File: config.mk
export PLATFORM = sky130hd
export DESIGN_NAME = pmss_sequencer
export DESIGN_NICKNAME = d
export VERILOG_FILES = /design/src/include/pmss_pkg.sv /design/src/rtl/pmss_phase_stage.sv /design/src/rtl/pmss_sequencer.sv
export SDC_FILE = /design/constraint.sdc
export NUM_CORES = 1
export LEC_CHECK = 0
export ABC_AREA = 0
export ABC_CLOCK_PERIOD_IN_PS = 9550
export BUFFER_PORTS_ARGS = -buffer_cell sky130_fd_sc_hd__buf_2
export CORE_MARGIN = 2
export CORE_UTILIZATION = 30
export CTS_CLUSTER_DIAMETER = 200
export CTS_CLUSTER_SIZE = 40
export DETAILED_ROUTE_END_ITERATION = 7
export PLACE_DENSITY = 0.5
export SETUP_SLACK_MARGIN = 0.02
export SLEW_MARGIN = 5
export SYNTH_ARGS = -nofsm -noshare
export SYNTH_HDL_FRONTEND = slang
export SYNTH_SLANG_ARGS = --single-unit
File: constraint.sdc
create_clock -name i_clk_sys -period 9.55 [get_ports i_clk_sys]
set_input_delay 0.4775 -clock i_clk_sys [delete_from_list [all_inputs] [get_ports i_clk_sys]]
set_output_delay 0.4775 -clock i_clk_sys [all_outputs]
set_load 0.005 [all_outputs]
File: src/include/pmss_pkg.sv
package pmss_pkg;
	// Phase count and counter widths
	localparam int NUM_PHASES = 6;
	localparam int CNT_W = 8;
	// Sequencer clock rate
	localparam int CLK_KHZ = 25000;
	// Switching period in system clocks (100 kHz oscillator)
	localparam logic [7:0] PWM_PERIOD_CYC = 8'hfa;
	localparam int OSC_PERIOD_US = 10;
	// Minimum on-time of a refresh pulse, in system clocks
	localparam logic [7:0] MIN_ON_CYC = 8'h0a;
	// Start-up and dropped-phase refresh lengths, in oscillator cycles
	localparam logic [3:0] START_REFRESH_TICKS = 4'h8;
	localparam logic [3:0] DROP_REFRESH_TICKS = 4'h4;
	// Dropped-phase refresh interval
	localparam int REFRESH_INT_US = 500;
	localparam logic [6:0] REFRESH_INT_TICKS =
		7'(REFRESH_INT_US / OSC_PERIOD_US);
	// Soft-on duration and ramp resolution
	localparam int SOFTON_MS = 100;
	localparam int SOFTON_STEPS = 256;
	localparam int SOFTON_CYC = SOFTON_MS * CLK_KHZ;
	localparam int SOFTON_STEP_CYC = SOFTON_CYC / SOFTON_STEPS;
	localparam logic [7:0] SOFTON_FULL = 8'hff;
	// Duty reduction per oscillator cycle while dropping
	localparam logic [7:0] DROP_STEP_CYC = 8'h04;
	// Reset values
	localparam logic [7:0] ZERO8 = 8'h00;
	localparam logic [5:0] ZERO6 = 6'h00;
endpackage : pmss_pkg

File: src/rtl/pmss_phase_stage.sv
`timescale 1ns/1ps
////////////////////////////////////////////////////////////////////////////////
// One phase output: high for hs clocks, low for ls clocks, else mid level
module pmss_phase_stage (
	input wire logic i_clk_sys,
	input wire logic i_sys_rst,
	input wire logic i_cycle_start,
	input wire logic i_park,
	input wire logic [7:0] i_hs_cnt,
	input wire logic [7:0] i_ls_cnt,
	output logic o_pwm,
	output logic o_mid
);
	logic [7:0] pos;
	logic [8:0] hs_ls;
	logic next_pwm;
	logic next_mid;

	// Position inside the switching period, restarted by the oscillator
	always_ff @(posedge i_clk_sys) begin
		if (i_sys_rst || i_cycle_start) begin
			pos <= pmss_pkg::ZERO8;
		end else if (pos != 8'hff) begin
			pos <= pos + 8'h01;
		end
	end

	assign hs_ls = {1'b0, i_hs_cnt} + {1'b0, i_ls_cnt};

	// Tri-level decode; mid keeps both FETs of the phase off
	always_comb begin
		next_pwm = 1'b0;
		next_mid = 1'b1;
		if (!i_park) begin
			if ({1'b0, pos} < {1'b0, i_hs_cnt}) begin
				next_pwm = 1'b1;
				next_mid = 1'b0;
			end else if ({1'b0, pos} < hs_ls) begin
				next_mid = 1'b0;
			end
		end
	end

	// Registered so the pins never glitch on decode
	always_ff @(posedge i_clk_sys) begin
		if (i_sys_rst) begin
			o_pwm <= 1'b0;
			o_mid <= 1'b1;
		end else begin
			o_pwm <= next_pwm;
			o_mid <= next_mid;
		end
	end
endmodule : pmss_phase_stage

File: src/rtl/pmss_sequencer.sv
`timescale 1ns/1ps
module pmss_sequencer #(
	parameter int P_SOFTON_STEP_CYC = pmss_pkg::SOFTON_STEP_CYC
) (
	input wire logic i_clk_sys,
	input wire logic i_sys_rst,
	input wire logic i_osc_tick,
	input wire logic i_pwr_en_above_rise,
	input wire logic i_pwr_en_below_fall,
	input wire logic i_prebias_done,
	input wire logic i_comp_above_offset,
	input wire logic i_ss_at_clamp,
	input wire logic i_drop_select,
	input wire logic i_load_low,
	input wire logic [5:0] i_drop_mask,
	input wire logic [7:0] i_duty,
	output logic o_driver_enable_out,
	output logic o_ss_prebias,
	output logic o_ss_done,
	output logic [5:0] o_phase_pwm_out,
	output logic [5:0] o_phase_pwm_mid,
	output logic [5:0] o_phase_dropped
);
	typedef enum logic [2:0] {
		ST_OFF, ST_PREBIAS, ST_REFRESH, ST_WAIT_COMP,
		ST_SOFTSTART, ST_SOFTON, ST_RUN
	} pmss_state_t;

	pmss_state_t state;
	logic [3:0] tick_cnt;
	logic [31:0] step_cnt;
	logic [7:0] sync_frac;
	logic [7:0] drop_duty;
	logic dropping;
	logic [6:0] int_cnt;
	logic burst;
	logic [7:0] duty_clip;
	logic [7:0] off_time;
	logic [15:0] ls_prod;
	logic [7:0] ls_common;

	////////////////////////////////////////////////////////////////////////
	// Sequencer state; reset is the chip enable falling
	always_ff @(posedge i_clk_sys) begin
		if (i_sys_rst) begin
			state <= ST_OFF;
		end else if (state != ST_OFF && i_pwr_en_below_fall) begin
			state <= ST_OFF;
		end else begin
			case (state)
			ST_OFF: begin
				if (i_pwr_en_above_rise) begin
					state <= ST_PREBIAS;
				end
			end
			ST_PREBIAS: begin
				if (i_prebias_done) begin
					state <= ST_REFRESH;
				end
			end
			ST_REFRESH: begin
				// Leave on the tick that closes the eighth pulse period
				if (i_osc_tick &&
					tick_cnt == pmss_pkg::START_REFRESH_TICKS) begin
					state <= ST_WAIT_COMP;
				end
			end
			ST_WAIT_COMP: begin
				if (i_comp_above_offset) begin
					state <= ST_SOFTSTART;
				end
			end
			ST_SOFTSTART: begin
				if (i_ss_at_clamp) begin
					state <= ST_SOFTON;
				end
			end
			ST_SOFTON: begin
				if (sync_frac == pmss_pkg::SOFTON_FULL) begin
					state <= ST_RUN;
				end
			end
			ST_RUN: begin
				state <= ST_RUN;
			end
			default: begin
				state <= ST_OFF;
			end
			endcase
		end
	end

	////////////////////////////////////////////////////////////////////////
	// Driver enable and status flags
	always_ff @(posedge i_clk_sys) begin
		if (i_sys_rst) begin
			o_driver_enable_out <= 1'b0;
			o_ss_prebias <= 1'b0;
			o_ss_done <= 1'b0;
		end else begin
			// Drivers follow the pins only after prebias finishes
			o_driver_enable_out <= state inside {ST_REFRESH, ST_WAIT_COMP,
				ST_SOFTSTART, ST_SOFTON, ST_RUN} &&
				!i_pwr_en_below_fall;
			o_ss_prebias <= (state == ST_PREBIAS);
			o_ss_done <= state inside {ST_SOFTON, ST_RUN};
		end
	end

	// Oscillator cycle count for the start-up refresh burst
	always_ff @(posedge i_clk_sys) begin
		if (i_sys_rst || state != ST_REFRESH) begin
			tick_cnt <= 4'h0;
		end else if (i_osc_tick) begin
			tick_cnt <= tick_cnt + 4'h1;
		end
	end

	////////////////////////////////////////////////////////////////////////
	// Soft-on ramp of the synchronous fraction, 256 steps
	always_ff @(posedge i_clk_sys) begin
		if (i_sys_rst || !(state inside {ST_SOFTON, ST_RUN})) begin
			step_cnt <= 32'h0;
			sync_frac <= pmss_pkg::ZERO8;
		end else if (sync_frac != pmss_pkg::SOFTON_FULL) begin
			if (step_cnt >= 32'(P_SOFTON_STEP_CYC - 1)) begin
				step_cnt <= 32'h0;
				sync_frac <= sync_frac + 8'h01;
			end else begin
				step_cnt <= step_cnt + 32'h1;
			end
		end
	end

	// Low-side time: none in soft-start, scaled in soft-on, full after
	always_comb begin
		duty_clip = (i_duty > pmss_pkg::PWM_PERIOD_CYC) ?
			pmss_pkg::PWM_PERIOD_CYC : i_duty;
		off_time = pmss_pkg::PWM_PERIOD_CYC - duty_clip;
		ls_prod = 16'(off_time) * 16'(sync_frac);
		if (state == ST_RUN) begin
			ls_common = off_time;
		end else if (state == ST_SOFTON) begin
			ls_common = ls_prod[15:8];
		end else begin
			ls_common = pmss_pkg::ZERO8;
		end
	end

	////////////////////////////////////////////////////////////////////////
	// Phase dropping: duty shrinks per oscillator cycle, then held
	always_ff @(posedge i_clk_sys) begin
		if (i_sys_rst || state != ST_RUN || !i_drop_select ||
			!i_load_low) begin
			// Load rise brings all phases back
			dropping <= 1'b0;
			drop_duty <= pmss_pkg::ZERO8;
			o_phase_dropped <= pmss_pkg::ZERO6;
		end else if (o_phase_dropped == pmss_pkg::ZERO6 && !dropping) begin
			dropping <= 1'b1;
			drop_duty <= duty_clip;
		end else if (dropping && i_osc_tick) begin
			if (drop_duty <= pmss_pkg::DROP_STEP_CYC) begin
				dropping <= 1'b0;
				drop_duty <= pmss_pkg::ZERO8;
				o_phase_dropped <= i_drop_mask;
			end else begin
				drop_duty <= drop_duty - pmss_pkg::DROP_STEP_CYC;
			end
		end else begin
			// Dropped set holds while load stays low
			o_phase_dropped <= o_phase_dropped;
		end
	end

	// Interval and burst timing for dropped phases, in oscillator cycles
	always_ff @(posedge i_clk_sys) begin
		if (i_sys_rst || o_phase_dropped == pmss_pkg::ZERO6) begin
			int_cnt <= 7'h0;
			burst <= 1'b0;
		end else if (i_osc_tick) begin
			if (int_cnt == pmss_pkg::REFRESH_INT_TICKS - 7'h1) begin
				int_cnt <= 7'h0;
				burst <= 1'b1;
			end else begin
				int_cnt <= int_cnt + 7'h1;
				if (int_cnt == 7'(pmss_pkg::DROP_REFRESH_TICKS) - 7'h1) begin
					burst <= 1'b0;
				end
			end
		end
	end

	////////////////////////////////////////////////////////////////////////
	// Per-phase drive selection and output stage
	genvar g;
	generate
		for (g = 0; g < pmss_pkg::NUM_PHASES; g++) begin : g_phase
			logic park;
			logic [7:0] hs;
			logic [7:0] ls;
			always_comb begin
				park = 1'b1;
				hs = pmss_pkg::ZERO8;
				ls = pmss_pkg::ZERO8;
				case (state)
				ST_REFRESH: begin
					park = 1'b0;
					ls = pmss_pkg::MIN_ON_CYC;
				end
				ST_SOFTSTART, ST_SOFTON, ST_RUN: begin
					park = 1'b0;
					hs = duty_clip;
					ls = ls_common;
					if (o_phase_dropped[g]) begin
						park = !burst;
						hs = pmss_pkg::ZERO8;
						ls = pmss_pkg::MIN_ON_CYC;
					end else if (dropping && i_drop_mask[g]) begin
						hs = drop_duty;
					end
				end
				default: begin
					park = 1'b1;
				end
				endcase
			end
			pmss_phase_stage u_stage (
				.i_clk_sys(i_clk_sys),
				.i_sys_rst(i_sys_rst),
				.i_cycle_start(i_osc_tick),
				.i_park(park),
				.i_hs_cnt(hs),
				.i_ls_cnt(ls),
				.o_pwm(o_phase_pwm_out[g]),
				.o_mid(o_phase_pwm_mid[g])
			);
		end
	endgenerate
endmodule : pmss_sequencer

==> results.py <==
metrics = {
    "outcome": {
        "status": "finished, final reports clean",
    },
    "clocking": {
        "cts-root-buf": "clkbuf_16",
        "h-tree-depth": 4,
        "clk_pin_slew_ns": 0.06,
        "cts_tree": "built",
        "hold_buffers": 0,
        "postCtsSetupBuffers": 0,
        "cts_resized": 0,
        "clk-insertion-delay-late_ns": 0.47,
        "cts_buffer_depth": 2,
        "cts.sinks": 133,
        "cts_made_buffers": 17,
    },
    "job": {
        "cap_viol_max_count": 0,
    },
    "setup_path": {
        "worstSetupEndpointType": "register",
        "worstSetupPathType": "input pin to register",
        "critPathLaunchType": "input pin",
        "slowest_delay_ns": 0.54,
        "cp_top_family": "adder cells",
        "slowest_stage": "fa_1",
        "rr_endpoint": "g_phase[5].u_stage.o_mid",
        "cp_max_fo": 13,
        "critPathBufInv": 6,
        "worstReg2RegStart": "sync_frac[7]",
        "reg2reg_depth": 29,
        "reg2reg_setup_slack_ns": 2.22,
        "arrival_ns": 8.84,
        "cp.required_ns": 9.94,
    },
    "synth": {
        "synth_edf_count": 0,
        "synth_seq_cells": 133,
        "synth_area_mm2": 0.01335,
        "ys.flop_type": "dfxtp_1",
        "syn_nets": 1879,
        "synth_cell_types": 89,
        "synth_warnings": 0,
        "syn_inst": 1633,
        "syn_avg_cell_area_um2": 8.172,
        "seq_area_frac_synth": 0.1995,
        "postSynth.asyncResetShare": 0,
    },
    "finish": {
        "fin_cells": 2240,
        "diodes": 0,
        "area_delta_synth_final_pct": 9.563,
        "drive_gt1_frac": 0.09951,
        "fillerInstances": 4651,
        "final_cell_mix": "181 x ha_1, 176 x nor2_1, 133 x dfxtp_1",
        "final_nets": 1881,
        "final_common_cell": "ha_1",
    },
    "sta": {
        "fin_crit_ns": 8.452,
        "hold_violations": 0,
        "setup_violations": 0,
        "whs_ns": 0.2697,
        "tightest_slew_ns": 1.085,
        "fin_crit_sh": 0.8851,
        "final_max_slew_viol_count": 0,
        "fin_skew_ns": 0.02053,
        "slew_headroom": 0.2765,
        "rsz0062_at_grt": "false",
        "tns_ns": 0,
        "fin_ws_ns": 1.098,
        "clock.fmax_mhz": 118.3,
    },
    "detailed_routing": {
        "drt_first_pass_iters": 5,
        "drtIter0Drc": 616,
        "route.detailed.drc": 0,
        "wl_per_cell_um": 16.49,
        "postRouteAntennaNets": 0,
        "via_per_inst": 5.095,
        "num_vias": 11413,
        "wl_um": 36940,
    },
    "power": {
        "switching_share": 0.2592,
        "p_int_mw": 0.9862,
        "switchingPower_mw": 0.3450,
        "clkPwrFrac": 0.507,
        "ir_drop_mv": 0.1370,
        "p_leak_nw": 6.791,
        "seq_power_share": 0.425,
        "p_comb_frac": 0.069,
        "p_per_area_mw_per_mm2": 91.05,
    },
    "floorplan": {
        "die_h_um": 214.9,
        "die_w_um": 214.9,
        "dieArea_mm2": 0.04619,
        "start_util": 0.3031,
        "core_area_mm2": 0.04403,
        "row_count": 77,
        "ios": 45,
    },
    "place": {
        "gp_congestion": 0.8517,
        "place_ws_ns": 0.7157,
        "hpwl_um": 28510,
        "portBuffers": 44,
        "dp_cells": 2208,
    },
    "grt": {
        "grt_pass1_wl_um": 60220,
        "grt_pass1_vias": 11169,
        "grt_use_total": 0.1638,
        "grt_start_max_net_pins": 30,
        "antenna_found_initial": 0,
        "grt_overflow": 0,
    },
    "worst_hold_path": {
        "hold_start": "i_pwr_en_below_fall",
        "hold_end": "state[2]",
        "min_path_type": "input pin to register",
        "worstHoldPathCells": 2,
    },
}
## power by group through the flow
| stage | combinational (mW) | sequential [mW] | clock [mW] |
|---|---|---|---|
| 2_1_floorplan | 0.0599 | 0.574 | 0 |
| 3_3_place_gp | 0.0909 | 0.578 | 0 |
| 3_5_place_dp | 0.0918 | 0.578 | 0 |
| 4_1_cts | 0.0923 | 0.565 | 0.701 |
| 5_1_grt | 0.102 | 0.566 | 0.725 |
| 6_report | 0.0913 | 0.566 | 0.674 |
## cell usage after synthesis (33+ instances only)
| cell | number | area [µm²] |
|---|---|---|
| ha_1 | 181 | 2265 |
| nor2_1 | 176 | 660.6 |
| dfxtp_1 | 133 | 2663 |
| inv_1 | 115 | 431.7 |
| nand2_1 | 94 | 352.8 |
| a21oi_1 | 87 | 435.4 |
| o21ai_0 | 71 | 355.3 |
| xor2_1 | 61 | 534.3 |
| mux2i_1 | 57 | 570.6 |
| nand3_1 | 53 | 265.3 |
| clkbuf_1 | 42 | 157.7 |
| nor3_1 | 42 | 210.2 |
| or2_2 | 42 | 262.8 |
| fa_1 | 41 | 820.8 |
| nor2b_1 | 40 | 250.2 |
| and2_1 | 35 | 219.0 |
| nand4_1 | 33 | 206.5 |
## through the flow
step / util / total power, mW / cell area (µm²)
2_1_floorplan: - / 0.6340 / 13350
3_3_place_gp: 0.3187 / 0.6687 / 14030
3_5_place_dp: 0.3187 / 0.6698 / 14030
4_1_cts: 0.3321 / 1.359 / 14620
5_1_grt: 0.3321 / 1.393 / 14620
6_report: 0.3321 / 1.331 / 14620
## logic make-up after synthesis
| logic type | after synthesis | share of synthesized area |
|---|---|---|
| AND/OR/NAND/NOR | 627 | 0.2444 |
| adder cells (fa/ha/maj) | 223 | 0.2320 |
| flip-flops | 133 | 0.1995 |
| multiplexers | 61 | 0.04866 |
| buffers and inverters | 186 | 0.05850 |
| AO/OA/AOI/OAI | 316 | 0.1593 |
| XOR/XNOR | 87 | 0.05766 |
## routing by layer
layer,up-vias,share of wire,GRT usage
met1,5418,0.48,0.2186
li1,5762,-,-
met2,192,0.47,0.2685
met4,0,0.020,0.05486
met3,41,0.036,0.02590
met5,-,0,0
## worst max path at each step
stage          startpoint                       end  slack (ns)  depth (start not counted)
2_1_floorplan   i_duty[5]  g_phase[5].u_stage.o_mid        1.29                         35
3_3_place_gp    i_duty[3]  g_phase[5].u_stage.o_mid        0.94                         36
3_5_place_dp    i_duty[3]  g_phase[5].u_stage.o_mid        0.72                         36
4_1_cts         i_duty[3]  g_phase[5].u_stage.o_mid        1.19                         36
5_1_grt         i_duty[3]  g_phase[5].u_stage.o_mid        0.41                         35
6_report        i_duty[3]  g_phase[5].u_stage.o_mid        1.10                         36
## state kept, by name, summed over array words and instances (netlist names), 3 cells and up
name and count:
drop_duty 8, o_phase_dropped 6, g_phase.u_stage.o_mid 6, g_phase.u_stage.o_pwm 6, sync_frac 8, int_cnt 7, tick_cnt 4, state 3
step_cnt 32, g_phase.u_stage.pos 48
## area by class of cell
cell class,instances,area (µm²),share of cell area
Inverter,115,431.7,0.02952
Multi-Input combinational cell,1314,9902,0.6772
Timing Repair Buffer,54,295.3,0.02020
Clock buffer,19,442.9,0.03029
Tap cell,592,740.7,0.05066
Sequential cell,133,2663,0.1821
Clock inverter,13,146.4,0.01001
(Power assumes the default switching activity.)
